<file path="src/rtl/clock_gate_defs.svh">
// Constants for the peripheral clock gate and serial prescale select block
// Summary of operation
// - Each clock gate bit except unused bit 1 drives one peripheral clock (bit 7 RTC, 6 DAC, 5 ADC, 4 I2C, 0 timer).
// - A serial unit whose enable is 0 has its clock stopped, is held in reset, and takes no writes.
// - A disabled serial unit ignores control register writes and reads back only defaults.
// - Input switch, noise filter and port registers stay reachable whatever the unit enable.
// - An enabled serial unit gets its clock and its registers can be read and written.
// - Reset clears the clock gate register, which takes bit-wide and byte-wide writes.
// - The 16-bit select gives each unit two shared clocks, bits 7 to 4 and bits 3 to 0.
// - The select takes 16-bit writes, and its low byte alone takes byte-wide writes.
// - Reset clears the select register to zero.
`ifndef CLOCK_GATE_DEFS_SVH
`define CLOCK_GATE_DEFS_SVH

`define GATE_ADDR 20'hf00f0
`define SEL0_ADDR 20'hf0126
`define SEL1_ADDR 20'hf0166
`define GATE_RESET 8'h00
`define SEL_RESET 16'h0000
`define GATE_BIT_TIMER 3'h0
`define GATE_BIT_UNUSED 3'h1
`define GATE_BIT_UNIT0 3'h2
`define GATE_BIT_UNIT1 3'h3
`define GATE_BIT_I2C 3'h4
`define GATE_BIT_ADC 3'h5
`define GATE_BIT_DAC 3'h6
`define GATE_BIT_RTC 3'h7
`define SEL_A_LSB 0
`define SEL_B_LSB 4
`define PRESCALE_WIDTH 12
`define PRESCALE_MAX_CODE 4'hb

`endif

</file>
<file path="src/rtl/clock_gate_pkg.sv">
// Types shared by the clock gate block
package clock_gate_pkg;
   typedef enum logic [1:0] {ACC_BIT, ACC_BYTE, ACC_WORD} access_size_t;
endpackage : clock_gate_pkg

</file>
<file path="src/rtl/glitch_free_gate.sv">
// Glitch-free clock gate cell for one peripheral clock
`timescale 1ns/1ps
module glitch_free_gate (
   input wire logic sys_clk,
   input wire logic reset,
   input wire logic enable,
   output logic gated_clk
);
   logic en_low_reg;
   logic en_low_next;

   // Enable is resampled while the clock is low
   always_comb begin
      en_low_next = reset ? 1'b0 : enable;
   end

   // Falling-edge capture keeps the gate steady through every high phase
   always_ff @(negedge sys_clk) begin
      en_low_reg <= en_low_next;
   end

   // Clock passes only with a whole high phase
   assign gated_clk = sys_clk & en_low_reg;
endmodule : glitch_free_gate

</file>
<file path="src/rtl/serial_unit_clock_gate_select.sv">
// Peripheral clock gate register and serial unit prescale select registers
`timescale 1ns/1ps
`include "clock_gate_defs.svh"
module serial_unit_clock_gate_select
   import clock_gate_pkg::*;
(
   input wire logic sys_clk,
   input wire logic reset,
   input wire logic [19:0] bus_addr,
   input wire logic [15:0] bus_wdata,
   input wire logic bus_write,
   input wire logic bus_read,
   input wire access_size_t bus_size,
   input wire logic [2:0] bus_bit,
   output logic [15:0] bus_rdata,
   output logic [7:0] periph_clk,
   output logic [7:0] peripheral_clock_gate,
   output logic [1:0] serial_unit_clock_on,
   output logic [1:0] serial_unit_reset,
   output logic [1:0] serial_sfr_write_ok,
   output logic [1:0] unit_op_clock_a,
   output logic [1:0] unit_op_clock_b
);
   logic [7:0] gate_reg;
   logic [7:0] gate_next;
   logic [1:0][15:0] sel_reg;
   logic [1:0][15:0] sel_next;
   logic [15:0] rdata_reg;
   logic [15:0] rdata_next;
   logic [`PRESCALE_WIDTH-1:0] cnt_reg;
   logic [`PRESCALE_WIDTH-1:0] cnt_next;
   logic [3:0] tick_reg;
   logic [3:0] tick_next;
   logic [1:0] unit_on;
   logic gate_hit;
   logic [1:0] sel_hit;

   // Divider tick: code k up to 11 fires once every 2^k cycles; codes above 11 never fire
   function automatic logic code_tick(input logic [3:0] code,
                                      input logic [`PRESCALE_WIDTH-1:0] cnt);
      logic [`PRESCALE_WIDTH-1:0] mask;
      mask = '0;
      for (int i = 0; i < `PRESCALE_WIDTH; i++) begin
         if (i < int'(code)) begin
            mask[i] = 1'b1;
         end
      end
      code_tick = (code <= `PRESCALE_MAX_CODE) && ((cnt & mask) == mask);
   endfunction : code_tick

   // Address decode
   assign gate_hit = (bus_addr == `GATE_ADDR);
   assign sel_hit[0] = (bus_addr == `SEL0_ADDR);
   assign sel_hit[1] = (bus_addr == `SEL1_ADDR);
   assign unit_on[0] = gate_reg[`GATE_BIT_UNIT0];
   assign unit_on[1] = gate_reg[`GATE_BIT_UNIT1];

   // Clock gate register: bit and byte writes, bit 1 forced low
   always_comb begin
      gate_next = gate_reg;
      if (bus_write && gate_hit) begin
         unique case (bus_size)
            ACC_BIT: gate_next[bus_bit] = bus_wdata[0];
            ACC_BYTE: gate_next = bus_wdata[7:0];
            ACC_WORD: gate_next = gate_reg;
         endcase
      end
      gate_next[`GATE_BIT_UNUSED] = 1'b0;
      if (reset) begin
         gate_next = `GATE_RESET;
      end
   end

   always_ff @(posedge sys_clk) begin
      gate_reg <= gate_next;
   end

   // Prescale select per unit, held at default while the unit is off
   generate
      for (genvar u = 0; u < 2; u++) begin : g_unit
         always_comb begin
            sel_next[u] = sel_reg[u];
            if (reset || !unit_on[u]) begin
               sel_next[u] = `SEL_RESET;
            end else if (bus_write && sel_hit[u]) begin
               unique case (bus_size)
                  ACC_WORD: sel_next[u] = bus_wdata;
                  ACC_BYTE: sel_next[u] = {sel_reg[u][15:8], bus_wdata[7:0]};
                  ACC_BIT: sel_next[u] = sel_reg[u];
               endcase
            end
         end

         always_ff @(posedge sys_clk) begin
            sel_reg[u] <= sel_next[u];
         end

         // Two shared operating clocks per unit
         assign tick_next[2*u] = !reset && unit_on[u] &&
            code_tick(sel_reg[u][`SEL_A_LSB+3:`SEL_A_LSB], cnt_reg);
         assign tick_next[2*u+1] = !reset && unit_on[u] &&
            code_tick(sel_reg[u][`SEL_B_LSB+3:`SEL_B_LSB], cnt_reg);
         assign unit_op_clock_a[u] = tick_reg[2*u];
         assign unit_op_clock_b[u] = tick_reg[2*u+1];
      end
   endgenerate

   // Free-running prescaler and tick registers
   always_comb begin
      cnt_next = reset ? '0 : cnt_reg + 1'b1;
   end

   always_ff @(posedge sys_clk) begin
      cnt_reg <= cnt_next;
      tick_reg <= tick_next;
   end

   // Registered read data; disabled units read their default
   always_comb begin
      rdata_next = 16'h0000;
      if (!reset && bus_read) begin
         if (gate_hit) begin
            rdata_next = {8'h00, gate_reg};
         end else if (sel_hit[0]) begin
            rdata_next = unit_on[0] ? sel_reg[0] : `SEL_RESET;
         end else if (sel_hit[1]) begin
            rdata_next = unit_on[1] ? sel_reg[1] : `SEL_RESET;
         end
      end
   end

   always_ff @(posedge sys_clk) begin
      rdata_reg <= rdata_next;
   end

   // Gated peripheral clocks; the unused position stays low
   generate
      for (genvar b = 0; b < 8; b++) begin : g_gate
         if (b == 1) begin : g_unused
            assign periph_clk[b] = 1'b0;
         end else begin : g_cell
            glitch_free_gate u_gate (
               .sys_clk(sys_clk),
               .reset(reset),
               .enable(gate_reg[b]),
               .gated_clk(periph_clk[b])
            );
         end
      end
   endgenerate

   // Serial unit controls; exempt port, filter and switch registers do not use these
   assign bus_rdata = rdata_reg;
   assign peripheral_clock_gate = gate_reg;
   assign serial_unit_clock_on = unit_on;
   assign serial_unit_reset = ~unit_on;
   assign serial_sfr_write_ok = unit_on;
endmodule : serial_unit_clock_gate_select

</file>
<file path="config.mk">
export PLATFORM = sky130hd
export DESIGN_NAME = serial_unit_clock_gate_select
export DESIGN_NICKNAME = d
export VERILOG_FILES = /design/src/rtl/clock_gate_pkg.sv /design/src/rtl/glitch_free_gate.sv /design/src/rtl/serial_unit_clock_gate_select.sv
export VERILOG_INCLUDE_DIRS = /design/src /design/src/rtl
export SDC_FILE = /design/constraint.sdc
export NUM_CORES = 1
export LEC_CHECK = 0
export CAP_MARGIN = 20
export CORE_AREA = 3 3 105 107
export CTS_CLUSTER_DIAMETER = 50
export DETAILED_ROUTE_END_ITERATION = 10
export DIE_AREA = 0 0 108 110
export DONT_BUFFER_PORTS = 1
export SETUP_SLACK_MARGIN = 0.1
export SLEW_MARGIN = 40
export SYNTH_ARGS = -nofsm -noshare
export SYNTH_HDL_FRONTEND = slang
export SYNTH_SLANG_ARGS = --single-unit
</file>
<file path="constraint.sdc">
create_clock -name sys_clk -period 4.3 [get_ports sys_clk]
set_input_delay 0.645 -clock sys_clk [delete_from_list [all_inputs] [get_ports sys_clk]]
set_output_delay 0.645 -clock sys_clk [all_outputs]
set_load 0.01 [all_outputs]
</file>
==> flow_summary.rst <==
.. list-table::
   :header-rows: 1

   * - Metric
     - Value
   * - Status
     - complete, no violations
   * - Unrepaired setup endpoints after global routing
     - false
   * - Slack of the critical path
     - just under 0.5 ns
   * - Number of flip-flops and latches in the synthesized netlist
     - 77
   * - Number of cells traversed by the worst register-to-register path
     - 2
   * - Arrival time at the worst endpoint
     - about 3.2 ns
   * - Peak supply drop
     - roughly 0.18 mV
   * - Top Metal Used
     - met4
   * - Setup Crit Path Kind
     - reg -> out
   * - Count of antenna-violating nets left after detailed routing
     - 0
   * - Startpoint of the worst setup timing path
     - g_gate[3].g_cell.u_gate.en_low_reg
   * - Routed via count divided by cell count
     - 5.564
   * - Pre-CTS setup slack
     - 1.048 ns
   * - Average detailed-routed wire length per instance
     - roughly 18 um
   * - Unique masters post-synth
     - 52
   * - Number of flip-flops under the largest register name
     - 32
   * - Most frequent cells after synthesis
     - 77 x sky130_fd_sc_hd__dfxtp_1, 63 x sky130_fd_sc_hd__nor2_1, 32 x sky130_fd_sc_hd__mux2i_1, 21 x sky130_fd_sc_hd__buf_4, 21 x sky130_fd_sc_hd__o21ai_0
   * - Number of gates given a new drive strength after cts
     - 0
   * - Via count of the first global-routing pass
     - 2,982
   * - Maximum net fanout on the critical path
     - 1
   * - Synth Flop Type
     - sky130_fd_sc_hd__dfxtp_1
   * - DRC viols
     - 0
   * - Count of final hold-check violations
     - 0
   * - Antenna violations before repair
     - 0
   * - Max-capacitance violation count
     - 0
   * - Met2 routed wirelength
     - 4580 um
   * - Relative max-transition margin
     - roughly 47%
   * - Capturing element of the worst setup path
     - periph_clk[3]
   * - Final Max Tran Viols
     - 0
   * - Worst Tran Pin Value
     - 0.7819 ns
   * - Number of buffer cells added on primary ports
     - 0
   * - Clock tree from TritonCTS
     - yes
   * - FF-to-FF setup slack
     - roughly 1.4 ns
   * - Share of the yosys chip area belonging to registers
     - around 41%
   * - Number of fill cells in the layout
     - between 1,000 and 1,500
   * - Routed length on met1
     - roughly 4000 um
   * - Final number of setup-violating endpoints
     - 0
   * - Max incr delay on CP
     - 0.30 ns
   * - Top-level I/O count
     - between 80 and 90
   * - Cell area after layout
     - slightly above 4000 um^2
   * - Library cell contributing the largest single delay on the critical path
     - sky130_fd_sc_hd__dfxtp_1
   * - Detailed-placement wirelength estimate
     - 7258 um
   * - Area of the core
     - 10,230 um^2
   * - Number of violations reported at the end of detailed-routing iteration 0
     - around 270
   * - Leakage power of the design
     - 1.359 nW
   * - Yosys warning total
     - 0
   * - First-pass detailed-route iteration total
     - 5
   * - Die boundary height
     - 110 um
   * - Setup tns final
     - 0 ns
   * - Dominant delay contributor by cell family on the critical path
     - flip-flops
   * - Critical path endpoint category
     - primary output
   * - Dominant cells by area after synthesis
     - sky130_fd_sc_hd__dfxtp_1 41%, sky130_fd_sc_hd__mux2i_1 8.5%, sky130_fd_sc_hd__nor2_1 6.3%, sky130_fd_sc_hd__buf_4 4.2%, sky130_fd_sc_hd__o21ai_0 2.8%
   * - Die Footprint
     - about 12,000 um^2
   * - Layout-stage area growth over the synthesis result
     - 7.209%
   * - Area fraction of the dominant cell type after synthesis
     - between 40% and 50%
   * - WL final
     - between 9000 and 10,000 um
   * - Met3 wire length
     - around 940 um
   * - Most common cell in the synthesized netlist
     - sky130_fd_sc_hd__dfxtp_1
   * - Overall power of the completed layout
     - between 0.001 and 0.0015 W
   * - Power density cells
     - approximately 370 nW/um^2
   * - Area used by multi-input combinational logic
     - roughly 1900 um^2
   * - Effective utilization at floorplan
     - 36.81%
   * - Launching element type of the critical path
     - register
   * - Cells along the critical path
     - and2_1
   * - Tot GR Track Use
     - around 17%
   * - Total gr overflow
     - 0
   * - Number of buffers added to fix hold violations after cts
     - 0
   * - Worst hold-check path type
     - in -> reg
   * - RePlAce Congestion
     - 0.8411
   * - Buffers inserted by post-CTS timing repair
     - 0
   * - Path length in cells of the critical path
     - 1
   * - Worst-path clk slew
     - approximately 0.090 ns
   * - Cell area after synthesis
     - about 3800 um^2
   * - Final clock skew
     - about 0.052 ns
   * - Fraction of layout cells with a size suffix above 1
     - 9.390%
   * - Number of enable-type register cells in the synthesized netlist
     - 0
   * - Final nets
     - 469
   * - First-pass GRT wire length
     - about 16,000 um
   * - Clock latency reported for the late side of the worst-skew pair
     - ~0.52 ns
   * - Proportion of synthesized flip-flops having asynchronous set or reset
     - 0%
   * - Antenna Cells
     - 0
   * - Count of buffering cells on the critical path with inverters included
     - 0
   * - Critical path data required time
     - between 3 and 4 ns
   * - Num rows
     - 37
   * - Count of vias placed by the detailed router
     - 3,127
   * - Number of standard cells after synthesis
     - approximately 430
   * - Sequential cell area
     - about 1500 um^2
   * - Cell type contributing the most total cell area after synthesis
     - sky130_fd_sc_hd__dfxtp_1
   * - Maximum number of pins on one net before global-route repair
     - 28
   * - Die Width
     - roughly 110 um
   * - FF-to-FF End
     - g_gate[2].g_cell.u_gate.en_low_reg
   * - Placed standard-cell area
     - 3754 um^2
   * - Post-Synthesis Mean Instance Area
     - roughly 8.7 um^2
[layout by cell type, fill, tap and decap left out, types with 5 or more instances in the layout]
master,netlist,final
sky130_fd_sc_hd__inv_1,19,25
sky130_fd_sc_hd__clkbuf_8,0,13
sky130_fd_sc_hd__dfxtp_1,77,77
sky130_fd_sc_hd__nand3_1,11,11
sky130_fd_sc_hd__buf_4,21,6
sky130_fd_sc_hd__o21ai_0,21,21
sky130_fd_sc_hd__and2_1,9,9
sky130_fd_sc_hd__nand2_1,14,14
sky130_fd_sc_hd__nor2b_1,11,11
sky130_fd_sc_hd__nand4_1,6,6
sky130_fd_sc_hd__or3_1,5,5
sky130_fd_sc_hd__nor3_1,18,16
sky130_fd_sc_hd__nor2_1,63,63
sky130_fd_sc_hd__a22oi_1,12,12
sky130_fd_sc_hd__mux2i_1,32,32
sky130_fd_sc_hd__a21oi_1,19,19
[routing by layer]
layer | up-vias | GRT usage [%]
met4 | 0 | 11.00
met2 | 140 | 26.78
met1 | 1473 | 20.14
met3 | 28 | 5.533
li1 | 1486 | -
met5 | - | 0
[report_power, final]
part	internal (W)	total (W)	switching [W]
registers	0.000715	0.000721	0.00000526
clock network	0.000368	0.000713	0.000345
logic	0.0000174	0.0000401	0.0000227
total	0.00110	0.00147	0.000373
[cell families (layout without fill, tap and decap cells)]
| logic type | count (synthesis) | after routing | share of synthesized area, % |
|---|---|---|---|
| AOI/OAI and AO/OA | 81 | 81 | 14.05 |
| xor gates and xnor gates | 6 | 6 | 1.395 |
| adders and majority gates | 4 | 4 | 1.329 |
| buffers and inverters | 60 | 52 | 8.305 |
| DFF | 77 | 77 | 40.93 |
| muxes | 33 | 33 | 8.804 |
| other | 1 | 2 | 0.09957 |
| and+or+nand+nor | 171 | 171 | 25.08 |
[layout make-up]
cell class,count,area share (%)
sequential,77,38.18
tap,136,4.214
clock buffer,13,4.431
multi-input combinational,297,47.69
inverter,18,1.673
clock inverter,15,2.696
timing repair buffer,6,1.116
[through the flow]
step	cells	util, %	hold slack, ns
floorplan	434	-	0.4601
global placement	535	36.59	0.4753
detailed placement	535	36.69	0.4835
CTS	562	39.46	0.2290
global route	562	39.46	0.2187
finish	562	39.46	0.2435
[how the worst min path moves through the flow]
stage,start,endpoint,slack [ns],cells after the start
floorplan,sel_reg[26],sel_reg[26],0.46,2
global placement,sel_reg[27],sel_reg[27],0.48,2
detailed placement,sel_reg[26],sel_reg[26],0.48,2
CTS,reset,cnt_reg[0],0.23,1
global route,reset,register,0.22,1
finish,reset,cnt_reg[0],0.24,1
Note: power is estimated with default switching activity, not from simulation.
